File: src/pkg/vih_consts.svh
// Constants of the vectored interrupt handler
// Function
// Twelve sources, each assignable to a low or high priority level.
// A source's valid request event sets its pending flag to one.
// Pending flags are set whether or not the source is enabled.
// Enabled set flag: after current instruction, force call to fixed routine address.
// Return resumes the instruction that would have followed without the request.
// Every service routine must end with the return-from-interrupt instruction.
// Disabled sources are ignored for requests; program flow continues undisturbed.
// Each source has its own enable bit in primary or extended enable register.
// Individual enables act only while the global enable, bit 7, is one.
// Global enable at zero blocks every request regardless of individual enables.
// Events during global disable stay pending and are serviced once re-enabled.
// Some flags clear by hardware on vectoring; others software clears before return.
// Flag still set after return re-enters after one further instruction.
// Software writing one to a pending flag acts like a hardware event.
// High priority preempts a low routine; a high routine is never preempted.
// Simultaneous requests resolve by level, then by fixed source order.
// Requests sampled each cycle; detection takes one cycle, forced call four.
// Equal or higher running routine delays new request until return plus one.
// Reserved slots have no flag and never request or vector.
`ifndef VIH_CONSTS_SVH
`define VIH_CONSTS_SVH

`define VIH_NSLOT        15
`define VIH_VALID_MASK   15'h5CFF
`define VIH_HWCLR_MASK   15'h000F
`define VIH_VEC_BASE     16'h0003
`define VIH_VEC_SHIFT    3
`define VIH_GLB_BIT      7
`define VIH_CALL_CYC     3'h4

`define VIH_OFF_PRI_EN   8'h00
`define VIH_OFF_EXT_EN   8'h01
`define VIH_OFF_PRI_PRIO 8'h02
`define VIH_OFF_EXT_PRIO 8'h03
`define VIH_OFF_PSET_LO  8'h04
`define VIH_OFF_PSET_HI  8'h05
`define VIH_OFF_PCLR_LO  8'h06
`define VIH_OFF_PCLR_HI  8'h07
`define VIH_OFF_EVT_STAT 8'h08
`define VIH_OFF_EVT_MASK 8'h09
`define VIH_OFF_SVC_STAT 8'h0A

`define VIH_RST_BYTE     8'h00
`define VIH_RST_EVT      3'h0

`define VIH_EVT_LO_BIT   0
`define VIH_EVT_HI_BIT   1
`define VIH_EVT_PRE_BIT  2

`endif

File: src/pkg/vih_pkg.sv
// Types and helpers of the vectored interrupt handler
`include "vih_consts.svh"
package vih_pkg;
  typedef enum {VIH_IDLE, VIH_CALL} vih_state_e;
  typedef logic [`VIH_NSLOT-1:0] vih_slots_t;

  function automatic vih_slots_t vih_slot_bit(input logic [3:0] idx);
    vih_slots_t s;
    s = '0;
    if (idx < 4'hF) begin
      s[idx] = 1'b1;
    end
    return s;
  endfunction : vih_slot_bit
endpackage : vih_pkg

File: src/vih_arb.sv
// Priority resolver choosing the next source to vector
`timescale 1ns/1ps
module vih_arb
  import vih_pkg::*;
(
  input  wire vih_slots_t pend_i,
  input  wire vih_slots_t en_i,
  input  wire vih_slots_t prio_i,
  input  wire logic       glb_i,
  input  wire logic       act_hi_i,
  input  wire logic       act_lo_i,
  output logic            valid_o,
  output logic [3:0]      idx_o,
  output logic            hi_o
);
  // Lowest index wins among equal levels
  function automatic logic [4:0] vih_pick(input vih_slots_t s);
    logic [4:0] r;
    r = 5'h00;
    for (int i = `VIH_NSLOT - 1; i >= 0; i--) begin
      if (s[i]) begin
        r = {1'b1, 4'(i)};
      end
    end
    return r;
  endfunction : vih_pick

  vih_slots_t elig;
  logic [4:0] pick_hi;
  logic [4:0] pick_lo;

  always_comb begin
    elig    = pend_i & en_i & `VIH_VALID_MASK & {`VIH_NSLOT{glb_i}};
    pick_hi = vih_pick(elig & prio_i);
    pick_lo = vih_pick(elig & ~prio_i);
    valid_o = 1'b0;
    idx_o   = 4'h0;
    hi_o    = 1'b0;
    if (!act_hi_i) begin
      if (pick_hi[4]) begin
        valid_o = 1'b1;
        idx_o   = pick_hi[3:0];
        hi_o    = 1'b1;
      end else if (!act_lo_i && pick_lo[4]) begin
        valid_o = 1'b1;
        idx_o   = pick_lo[3:0];
      end
    end
  end
endmodule : vih_arb

File: src/vih_top.sv
// Vectored interrupt handler: flags, enables, priority and forced call
`timescale 1ns/1ps
module vih_top
  import vih_pkg::*;
(
  input  wire logic        CLK_I,
  input  wire logic        RST_I,
  input  wire logic [7:0]  ADDR_I,
  input  wire logic [7:0]  WDATA_I,
  input  wire logic        WR_I,
  input  wire logic        RD_I,
  output logic      [7:0]  RDATA_O,
  input  wire logic [14:0] SRC_EVT_I,
  input  wire logic        INSTR_DONE_I,
  input  wire logic        RETURN_FROM_INTERRUPT_OP_I,
  output logic             CALL_O,
  output logic      [15:0] CALL_ADDR_O,
  output logic      [14:0] PEND_O,
  output logic             IRQ_O
);
  logic [7:0]  pri_en_r;
  logic [7:0]  ext_en_r;
  logic [7:0]  pri_prio_r;
  logic [7:0]  ext_prio_r;
  vih_slots_t  pend_r;
  vih_slots_t  pend_nxt;
  logic [2:0]  evt_stat_r;
  logic [2:0]  evt_stat_nxt;
  logic [2:0]  evt_mask_r;
  logic        act_hi_r;
  logic        act_lo_r;
  vih_state_e  state_r;
  logic [2:0]  call_cnt_r;
  logic        call_r;
  logic [15:0] call_addr_r;
  logic [3:0]  last_idx_r;
  logic [7:0]  rdata_r;
  logic        req_valid_r;
  logic [3:0]  req_idx_r;
  logic        req_hi_r;

  vih_slots_t  en_slots;
  vih_slots_t  prio_slots;
  vih_slots_t  req_bit;
  logic        glb;
  logic        arb_valid;
  logic [3:0]  arb_idx;
  logic        arb_hi;
  logic        still_ok;
  logic        grant;
  logic        pclr_wr;

  // Slot i maps to primary bit i for 0..6 and extended bit i-7 above
  assign en_slots   = {ext_en_r, pri_en_r[6:0]} & `VIH_VALID_MASK;
  assign prio_slots = {ext_prio_r, pri_prio_r[6:0]} & `VIH_VALID_MASK;
  assign glb        = pri_en_r[`VIH_GLB_BIT];
  assign req_bit    = vih_slot_bit(req_idx_r);
  assign pclr_wr    = WR_I && (ADDR_I == `VIH_OFF_PCLR_LO || ADDR_I == `VIH_OFF_PCLR_HI);

  vih_arb i_vih_arb (
    .pend_i   (pend_r),
    .en_i     (en_slots),
    .prio_i   (prio_slots),
    .glb_i    (glb),
    .act_hi_i (act_hi_r),
    .act_lo_i (act_lo_r),
    .valid_o  (arb_valid),
    .idx_o    (arb_idx),
    .hi_o     (arb_hi)
  );

  // Detection stage, resampled every cycle
  always_ff @(posedge CLK_I) begin
    if (RST_I) begin
      req_valid_r <= 1'b0;
      req_idx_r   <= 4'h0;
      req_hi_r    <= 1'b0;
    end else begin
      req_valid_r <= arb_valid;
      req_idx_r   <= arb_idx;
      req_hi_r    <= arb_hi;
    end
  end

  // Winner must still be pending and enabled when the call is forced
  assign still_ok = glb && ((req_bit & en_slots & pend_r) != '0);
  // The return instruction itself never launches a call; the next one may
  assign grant = (state_r == VIH_IDLE) && req_valid_r && still_ok
                 && INSTR_DONE_I && !RETURN_FROM_INTERRUPT_OP_I;

  // Enable and priority registers
  always_ff @(posedge CLK_I) begin
    if (RST_I) begin
      pri_en_r   <= `VIH_RST_BYTE;
      ext_en_r   <= `VIH_RST_BYTE;
      pri_prio_r <= `VIH_RST_BYTE;
      ext_prio_r <= `VIH_RST_BYTE;
    end else if (WR_I) begin
      if (ADDR_I == `VIH_OFF_PRI_EN) begin
        pri_en_r <= WDATA_I;
      end
      if (ADDR_I == `VIH_OFF_EXT_EN) begin
        ext_en_r <= WDATA_I;
      end
      if (ADDR_I == `VIH_OFF_PRI_PRIO) begin
        pri_prio_r <= WDATA_I;
      end
      if (ADDR_I == `VIH_OFF_EXT_PRIO) begin
        ext_prio_r <= WDATA_I;
      end
    end
  end

  // Pending flags; sets are applied last so they win over any clear
  always_comb begin
    pend_nxt = pend_r;
    if (grant) begin
      pend_nxt = pend_nxt & ~(req_bit & `VIH_HWCLR_MASK);
    end
    if (WR_I && ADDR_I == `VIH_OFF_PCLR_LO) begin
      pend_nxt[7:0] = pend_nxt[7:0] & ~WDATA_I;
    end
    if (WR_I && ADDR_I == `VIH_OFF_PCLR_HI) begin
      pend_nxt[14:8] = pend_nxt[14:8] & ~WDATA_I[6:0];
    end
    if (WR_I && ADDR_I == `VIH_OFF_PSET_LO) begin
      pend_nxt[7:0] = pend_nxt[7:0] | WDATA_I;
    end
    if (WR_I && ADDR_I == `VIH_OFF_PSET_HI) begin
      pend_nxt[14:8] = pend_nxt[14:8] | WDATA_I[6:0];
    end
    pend_nxt = pend_nxt | SRC_EVT_I;
    pend_nxt = pend_nxt & `VIH_VALID_MASK;
  end

  always_ff @(posedge CLK_I) begin
    if (RST_I) begin
      pend_r <= '0;
    end else begin
      pend_r <= pend_nxt;
    end
  end

  // In-service levels, pushed on call and popped on return
  always_ff @(posedge CLK_I) begin
    if (RST_I) begin
      act_hi_r <= 1'b0;
      act_lo_r <= 1'b0;
    end else if (grant) begin
      if (req_hi_r) begin
        act_hi_r <= 1'b1;
      end else begin
        act_lo_r <= 1'b1;
      end
    end else if (RETURN_FROM_INTERRUPT_OP_I) begin
      if (act_hi_r) begin
        act_hi_r <= 1'b0;
      end else begin
        act_lo_r <= 1'b0;
      end
    end
  end

  // Forced call sequence, four cycles of call strobe
  always_ff @(posedge CLK_I) begin
    if (RST_I) begin
      state_r     <= VIH_IDLE;
      call_cnt_r  <= 3'h0;
      call_r      <= 1'b0;
      call_addr_r <= 16'h0000;
      last_idx_r  <= 4'h0;
    end else begin
      unique case (state_r)
        VIH_IDLE: begin
          if (grant) begin
            state_r     <= VIH_CALL;
            call_cnt_r  <= `VIH_CALL_CYC - 3'h1;
            call_r      <= 1'b1;
            call_addr_r <= `VIH_VEC_BASE
                           + ({12'h000, req_idx_r} << `VIH_VEC_SHIFT);
            last_idx_r  <= req_idx_r;
          end
        end
        VIH_CALL: begin
          if (call_cnt_r == 3'h0) begin
            state_r <= VIH_IDLE;
            call_r  <= 1'b0;
          end else begin
            call_cnt_r <= call_cnt_r - 3'h1;
          end
        end
      endcase
    end
  end

  // Event status, write one to clear, new events win
  always_comb begin
    evt_stat_nxt = evt_stat_r;
    if (WR_I && ADDR_I == `VIH_OFF_EVT_STAT) begin
      evt_stat_nxt = evt_stat_nxt & ~WDATA_I[2:0];
    end
    if (grant) begin
      evt_stat_nxt[`VIH_EVT_LO_BIT]  = evt_stat_nxt[`VIH_EVT_LO_BIT] | !req_hi_r;
      evt_stat_nxt[`VIH_EVT_HI_BIT]  = evt_stat_nxt[`VIH_EVT_HI_BIT] | req_hi_r;
      evt_stat_nxt[`VIH_EVT_PRE_BIT] = evt_stat_nxt[`VIH_EVT_PRE_BIT]
                                       | (req_hi_r & act_lo_r);
    end
  end

  always_ff @(posedge CLK_I) begin
    if (RST_I) begin
      evt_stat_r <= `VIH_RST_EVT;
      evt_mask_r <= `VIH_RST_EVT;
    end else begin
      evt_stat_r <= evt_stat_nxt;
      if (WR_I && ADDR_I == `VIH_OFF_EVT_MASK) begin
        evt_mask_r <= WDATA_I[2:0];
      end
    end
  end

  // Read port, data valid only in the cycle after the strobe
  always_ff @(posedge CLK_I) begin
    if (RST_I) begin
      rdata_r <= 8'h00;
    end else if (RD_I) begin
      unique case (ADDR_I)
        `VIH_OFF_PRI_EN:   rdata_r <= pri_en_r;
        `VIH_OFF_EXT_EN:   rdata_r <= ext_en_r;
        `VIH_OFF_PRI_PRIO: rdata_r <= pri_prio_r;
        `VIH_OFF_EXT_PRIO: rdata_r <= ext_prio_r;
        `VIH_OFF_PSET_LO:  rdata_r <= pend_r[7:0];
        `VIH_OFF_PSET_HI:  rdata_r <= {1'b0, pend_r[14:8]};
        `VIH_OFF_EVT_STAT: rdata_r <= {5'h00, evt_stat_r};
        `VIH_OFF_EVT_MASK: rdata_r <= {5'h00, evt_mask_r};
        `VIH_OFF_SVC_STAT: rdata_r <= {act_hi_r, act_lo_r, call_r, 1'b0, last_idx_r};
        default:           rdata_r <= 8'h00;
      endcase
    end else begin
      rdata_r <= 8'h00;
    end
  end

  assign RDATA_O     = rdata_r;
  assign CALL_O      = call_r;
  assign CALL_ADDR_O = call_addr_r;
  assign PEND_O      = pend_r;
  assign IRQ_O       = |(evt_stat_r & evt_mask_r);

  call_length_a: assert property (
    @(posedge CLK_I) disable iff (RST_I)
    $rose(call_r) |-> call_r [*4] ##1 !call_r)
    else $error("forced call strobe not four cycles");

  global_gate_a: assert property (
    @(posedge CLK_I) disable iff (RST_I)
    $rose(call_r) |-> $past(glb, 2) && $past(glb))
    else $error("call launched with global enable off");

  call_timing_a: assert property (
    @(posedge CLK_I) disable iff (RST_I)
    $rose(call_r) |-> $past(INSTR_DONE_I) && !$past(RETURN_FROM_INTERRUPT_OP_I)
                      && (call_addr_r == `VIH_VEC_BASE
                          + ({12'h000, last_idx_r} << `VIH_VEC_SHIFT)))
    else $error("call not at instruction end or wrong vector");

  enable_gate_a: assert property (
    @(posedge CLK_I) disable iff (RST_I)
    $rose(call_r) |-> ($past(en_slots) & vih_slot_bit(last_idx_r)) != '0)
    else $error("call for a disabled source");

  high_no_preempt_a: assert property (
    @(posedge CLK_I) disable iff (RST_I)
    $rose(call_r) |-> !$past(act_hi_r) && (!$past(act_lo_r) || act_hi_r))
    else $error("illegal preemption");

  flag_set_a: assert property (
    @(posedge CLK_I) disable iff (RST_I)
    ((SRC_EVT_I & `VIH_VALID_MASK) != '0)
    |=> ((pend_r & $past(SRC_EVT_I & `VIH_VALID_MASK))
         == $past(SRC_EVT_I & `VIH_VALID_MASK)))
    else $error("source event lost");

  held_pending_a: assert property (
    @(posedge CLK_I) disable iff (RST_I)
    !glb && !pclr_wr |=> (($past(pend_r) & ~pend_r) == '0))
    else $error("pending flag dropped while disabled");

  soft_set_a: assert property (
    @(posedge CLK_I) disable iff (RST_I)
    WR_I && ADDR_I == `VIH_OFF_PSET_LO
    |=> ((pend_r[7:0] & $past(WDATA_I)) == $past(WDATA_I)))
    else $error("software set of pending flag lost");

  reserved_slot_a: assert property (
    @(posedge CLK_I) disable iff (RST_I)
    $rose(call_r) |-> ((vih_slot_bit(last_idx_r) & `VIH_VALID_MASK) != '0)
                      && ((pend_r & ~`VIH_VALID_MASK) == '0))
    else $error("reserved slot flagged or vectored");

  hw_clear_a: assert property (
    @(posedge CLK_I) disable iff (RST_I)
    $rose(call_r) && ((vih_slot_bit(last_idx_r) & `VIH_HWCLR_MASK) != '0)
    && !$past(WR_I) && (($past(SRC_EVT_I) & vih_slot_bit(last_idx_r)) == '0)
    |-> ((pend_r & vih_slot_bit(last_idx_r)) == '0))
    else $error("hardware-cleared flag still set after vectoring");

  detect_first_a: assert property (
    @(posedge CLK_I) disable iff (RST_I)
    $rose(call_r)
    |-> (($past(pend_r, 2) & vih_slot_bit(last_idx_r)) != '0))
    else $error("call without a detected pending flag");

  return_pop_a: assert property (
    @(posedge CLK_I) disable iff (RST_I)
    RETURN_FROM_INTERRUPT_OP_I
    |=> !act_hi_r && (act_lo_r == ($past(act_lo_r) && $past(act_hi_r))))
    else $error("return did not pop the active level");

  addr_hold_a: assert property (
    @(posedge CLK_I) disable iff (RST_I)
    call_r && !$rose(call_r) |-> $stable(call_addr_r))
    else $error("routine address changed during the call");

  global_off_a: assert property (
    @(posedge CLK_I) disable iff (RST_I)
    !glb |-> !arb_valid)
    else $error("request raised with global enable off");

  arb_enabled_a: assert property (
    @(posedge CLK_I) disable iff (RST_I)
    arb_valid |-> ((en_slots & pend_r & vih_slot_bit(arb_idx)) != '0))
    else $error("request for a disabled or idle source");

  prio_first_a: assert property (
    @(posedge CLK_I) disable iff (RST_I)
    arb_valid && !arb_hi
    |-> ((pend_r & en_slots & prio_slots) == '0))
    else $error("low request chosen over a high one");

  lo_busy_a: assert property (
    @(posedge CLK_I) disable iff (RST_I)
    act_lo_r && arb_valid |-> arb_hi)
    else $error("low request during a low routine");
endmodule : vih_top

File: config.mk
export PLATFORM = sky130hd
export DESIGN_NAME = vih_top
export DESIGN_NICKNAME = d
export VERILOG_FILES = /design/src/pkg/vih_pkg.sv /design/src/vih_arb.sv /design/src/vih_top.sv
export VERILOG_INCLUDE_DIRS = /design/src /design/src/pkg
export SDC_FILE = /design/constraint.sdc
export NUM_CORES = 1
export LEC_CHECK = 0
export BUFFER_PORTS_ARGS = -buffer_cell sky130_fd_sc_hd__buf_2
export CORE_UTILIZATION = 60
export DETAILED_ROUTE_END_ITERATION = 12
export PLACE_DENSITY_LB_ADDON = 0.08
export RECOVER_POWER = 100
export SYNTH_ARGS = -nofsm -noshare
export SYNTH_HDL_FRONTEND = slang
export SYNTH_SLANG_ARGS = --single-unit
File: constraint.sdc
create_clock -name CLK_I -period 4.45 [get_ports CLK_I]
set_input_delay 0.445 -clock CLK_I [delete_from_list [all_inputs] [get_ports CLK_I]]
set_output_delay 0.445 -clock CLK_I [all_outputs]
set_load 0.005 [all_outputs]
# After elaboration in Yosys (flattened, before gate mapping)
# Cells that the tools add are included.
# word_totals
register_bits,125
out_inout_bits,41
# classes
n_addsub,2
order_cmp,3
eq_ne,17
mux,62
n_bitwise,24
n_reduce_logical,34
# ops
cell,count
$mux 5,30
$and 15x15->15,7
$pmux 8 s9,1
$logic_not 32->1,2
$mux 32,2
$pmux 32 s2,1
$eq 32x1->1 const B,1
$eq 8x3->1 const B,4
$mux 15,2
$eq 8x4->1 const B,3
$eq 8x2->1 const B,2
$mux 8,2
$reduce_and 2->1,8
$not 15->15,1
$not 4->15,1
$or 15x15->15,1
$reduce_bool 15->1,1
$mux 7,2
$logic_and 1x1->1,13
$mux 1,13
$mux 3,4
$ne 2x2->1 const B,5
$add 2x7->8 const A,1
$and 8x8->8,1
other kinds (27),34

# Longest topological paths before layout
# depth
word_depth,21
depth_mapped,7
ltp_nobuf,7

# By module
# A second synthesis with hierarchy kept.
# unflattened
cells_unflattened,497
area_unflattened_um2,4240.3
# by_module_without_submodules
mod,instances,cells_each,area_per_inst_um2
vih_top,1,419,3672.3
vih_arb,1,78,568.0

# Least setup slack after synthesis
# OpenSTA, ideal clock, no wires.
# synth_timing
path_type,input -> register
startpoint,in ADDR_I[5]
endpoint,reg pri_prio_r[2]
arrival_ns,1.904
path_slack_ns,2.419
cell_stages,6
path_buffers,1
cell_sequence,or4_4 > or3_1 > buf_4 > nor2_8 > mux2i_1 > nor2_1
# synth_via
elab_chain_len,2
# synth_rtl
item,line_no,source
"start, declared",vih_top.sv:8,"input wire logic [7:0] ADDR_I,"
$eq 8x2->1,-,
$reduce_and 2->1 (no source line),-,
"end signal, assigned",vih_top.sv:96,pri_prio_r <= `VIH_RST_BYTE;
"end, declared",vih_top.sv:23,logic [7:0] pri_prio_r;
# No other way between the ends.
# A chain may end at the register's enable or synchronous reset.

# Final worst setup path
# layout_timing
startpoint,in ADDR_I[0]
endpoint,reg ext_en_r[5]
# layout_via
elab_chain_len,2
# layout_rtl
item,line_no,source
$eq 8x1->1,-,
$reduce_and 2->1 (no source line),-,
"end signal, assigned",vih_top.sv:95,ext_en_r <= `VIH_RST_BYTE;
"end, declared",vih_top.sv:22,logic [7:0] ext_en_r;
# No other way between the ends.

==> flow_metrics.tcl <==
set metrics [dict create \
    status "complete, but fails checks" \
    failed_checks "capacitance limit, slew limit" \
    cp.required_ns 4.68 \
    synthDistinctLibCells 63 \
    postRouteAntennaNets 0 \
    place_area_um2 4410 \
    gr-total-overflow 0 \
    path_class "in -> reg" \
    timing.fmax_mhz 352 \
    clock_path_buffers 2 \
    layout_setup_ws_ns 1.61 \
    min_path_cells 3 \
    drtPass1Iterations 7 \
    fp.coreArea_um2 6530 \
    rsz0062_at_grt "no" \
    synth_area_um2 4160 \
    pre_cts_ws_ns 1.80 \
    grt_pass1_wl_um 18700 \
    post_cts.repair.setup_buffers 0 \
    route.detailed.drc 0 \
    dpl.hpwl_um 8690 \
    ios 78 \
    die_w_um 85.3 \
    hp-start "SRC_EVT_I[6]" \
    slew_viol_final 28 \
    rr_startpoint "pri_en_r[7]" \
    synth-edff-count 0 \
    drive_above_1_share_pct 16.5 \
    final_area_um2 4540 \
    pwr-share-comb_pct 6.5 \
    crit_family "simple AND/OR/NAND/NOR gates" \
    grt_pass1_vias 3611 \
    swShare_pct 23.6 \
    groute.usage.overall_pct 33.7 \
    drtIter0Drc 428 \
    power_leakage_nw 1.69 \
    hold_buffers 0 \
    ir_drop_uv 211 \
    end_kind "flip-flop" \
    cts_tree "yes" \
    cap_viol_max_count 1 \
    synth_flop_cell "dfxtp_1" \
    crit_top_cell "nor2_1" \
    crit_chain "clkbuf_1 > nand3_1 > nor2_1 > mux2i_1 > nor2_1" \
    period_needed_ns 2.84 \
    area_delta_synth_final_pct 9.13 \
    fp.dieArea_um2 7280 \
    reg2regPathDepth 4 \
    worstSetupStartpointType "primary input" \
    timing.final.hold_violations 0 \
    num-nets-final 555 \
    final.setup_skew_ns 0.0108 \
    cts_root_buf "clkbuf_8" \
    p_clk_share_pct 42.9 \
    crit_arrival_ns 3.06 \
    cts.reportedPaths.clkPinSlew_ns 0.08 \
    antenna_found_initial 0 \
    p_int_mw 1.06 \
    syn_inst 471 \
    max_stage_delay_ns 1.08 \
    synth_seq_cells 75 \
    p_switching_uw 327 \
    yosysWarnings 0 \
    port_buffers 61 \
    n_antenna_cell 0 \
    ff_latch_area_um2 1500 \
    ys_seq_area_share_pct 36.1 \
    p_total_mw 1.39 \
    gp_congestion 1.01 \
    cpMaxStageDelayCell "clkbuf_1" \
    tightest_slew_ns 1.52 \
    nFillCells 548 \
    ys_async_sr_fraction_pct 0 \
    post_drt_wl_per_cell_um 19.8 \
    htreeDepth 3 \
    grt_max_degree 43 \
    path_depth 5 \
    hold_path.class "in -> reg" \
    dieHeight_um 85.3 \
    regToRegSetupSlack_ns 1.67 \
    r2r_end "evt_stat_r[2]" \
    multiInputGateArea_um2 2350 \
    clk_latency_ns 0.35 \
    power_frac_seq_pct 50.6 \
    cts_num_sinks 75 \
    rows 29 \
    vias 3975 \
    cts_buffers 9 \
    finalSetupTns_ns 0 \
    start_util_pct 63.8 \
    finalSetupViolations 0 \
    powerDensity_nw_per_um2 305 \
    period_share_pct 63.8 \
    slew_headroom_pct -1.27 \
    syn_avg_cell_area_um2 8.84 \
    whs_endpoint "PEND_O[6]" \
    crit_fanout 27 \
    crit_buf_inv 1 \
    wirelength_um 11900 \
    vias_per_cell 6.65 \
    cts.repair.resized 0 \
]
==> power by group through the flow <==
stage                     Clock (mW)  Sequential (mW)  Combinational (mW)
final                          0.595            0.702              0.0905
after global routing           0.625            0.703              0.0990
after CTS                      0.595            0.701              0.0925
after detailed placement           0            0.717              0.0921
after global placement             0            0.716              0.0888
after floorplan                    0            0.711              0.0622
==> metrics by stage <==
step / hold slack, ns / instances / util (%)
after CTS: 0.306 / 598 / 71.0
final: 0.309 / 598 / 69.6
after floorplan: 0.450 / 483 / -
after detailed placement: 0.486 / 582 / 67.5
after global routing: 0.321 / 598 / 69.6
after global placement: 0.447 / 582 / 67.5
==> worst max-delay path by stage <==
stage / from / to
5_1_grt: ADDR_I[0] / ext_en_r[5]
2_1_floorplan: ADDR_I[5] / pri_prio_r[2]
6_report: ADDR_I[0] / ext_en_r[5]
4_1_cts: pri_en_r[7] / req_idx_r[1]
3_5_place_dp: ADDR_I[5] / ext_prio_r[2]
3_3_place_gp: ADDR_I[5] / ext_prio_r[1]
==> synth_stat cells, drive strengths merged (4+ instances only) <==
cell | count | share of area [%]
a21oi | 22 | 2.6
nor3 | 9 | 1.6
o211ai | 4 | 0.72
nor2 | 58 | 6.4
nor4 | 4 | 0.90
nand4b | 10 | 2.1
a221oi | 6 | 1.3
dfxtp | 75 | 36
nand3 | 12 | 1.4
and4b | 6 | 1.4
nand2 | 39 | 3.5
nand2b | 5 | 0.75
inv | 17 | 1.5
or2 | 6 | 0.90
o21ai | 19 | 2.3
clkbuf | 19 | 1.7
a222oi | 6 | 1.4
a31oi | 4 | 0.60
a32oi | 4 | 0.84
o311ai | 4 | 0.84
nand4 | 20 | 3.0
buf | 22 | 3.5
mux2i | 40 | 9.6
mux4 | 8 | 4.3
nand3b | 5 | 0.90
==> cell type report <==
type / count / share of cell area, %
sequential: 75 / 33.0
timing repair buffer: 63 / 6.69
clock buffer: 12 / 3.41
clock inverter: 4 / 1.60
tap: 77 / 2.12
multi-input combinational: 350 / 51.7
inverter: 17 / 1.40
==> cells by family (layout without fill, tap and decap cells) <==
family,after synthesis,after routing,share of synthesized area (%)
AOI/OAI and AO/OA,98,98,16.9
adders and majority gates,2,2,0.601
other,1,13,0.0901
buffers and inverters,58,96,6.76
muxes,48,48,13.9
and+or+nand+nor,189,189,25.7
DFF,75,75,36.1
==> routing by layer <==
| layer | share of wire (%) | vias to the layer above | wire, µm | global-route usage (%) |
|---|---|---|---|---|
| met2 | 48 | 236 | 5640 | 55.9 |
| met4 | 2.5 | 0 | 292 | 13.2 |
| met1 | 42 | 1880 | 4950 | 44.8 |
| li1 | - | 1827 | - | - |
| met3 | 8.3 | 32 | 979 | 4.28 |
| met5 | 0 | - | 0 | 0 |
==> worst reg2reg max path, cell delays in order (launching register included) <==
cell	delay (ns)
dfxtp_1	0.97
nand4b_1	0.23
or2_0	0.47
a211oi_1	0.82
a31o_1	0.23
==> layout by cell type (no fill, tap or decap), types with 10 or more instances in the layout <==
| cell type | n |
|---|---|
| dfxtp_1 | 75 |
| nor2_1 | 58 |
| buf_2 | 51 |
| mux2i_1 | 40 |
| nand2_1 | 39 |
| a21oi_1 | 22 |
| nand4_1 | 20 |
| o21ai_0 | 19 |
| inv_1 | 16 |
| conb_1 | 13 |
| nand3_1 | 12 |
| clkbuf_1 | 12 |
| clkbuf_8 | 11 |
| nand4b_1 | 10 |
==> state kept, by name (all words and copies together), names as in the netlist, 3 cells and up <==
name / count
PEND_O: 12
pri_en_r: 8
req_idx_r: 4
ext_en_r: 8
last_idx_r: 4
evt_stat_r: 3
call_cnt_r: 3
evt_mask_r: 3
RDATA_O: 8
ext_prio_r: 8
pri_prio_r: 8
No activity file was read; power rests on OpenSTA's default activity.
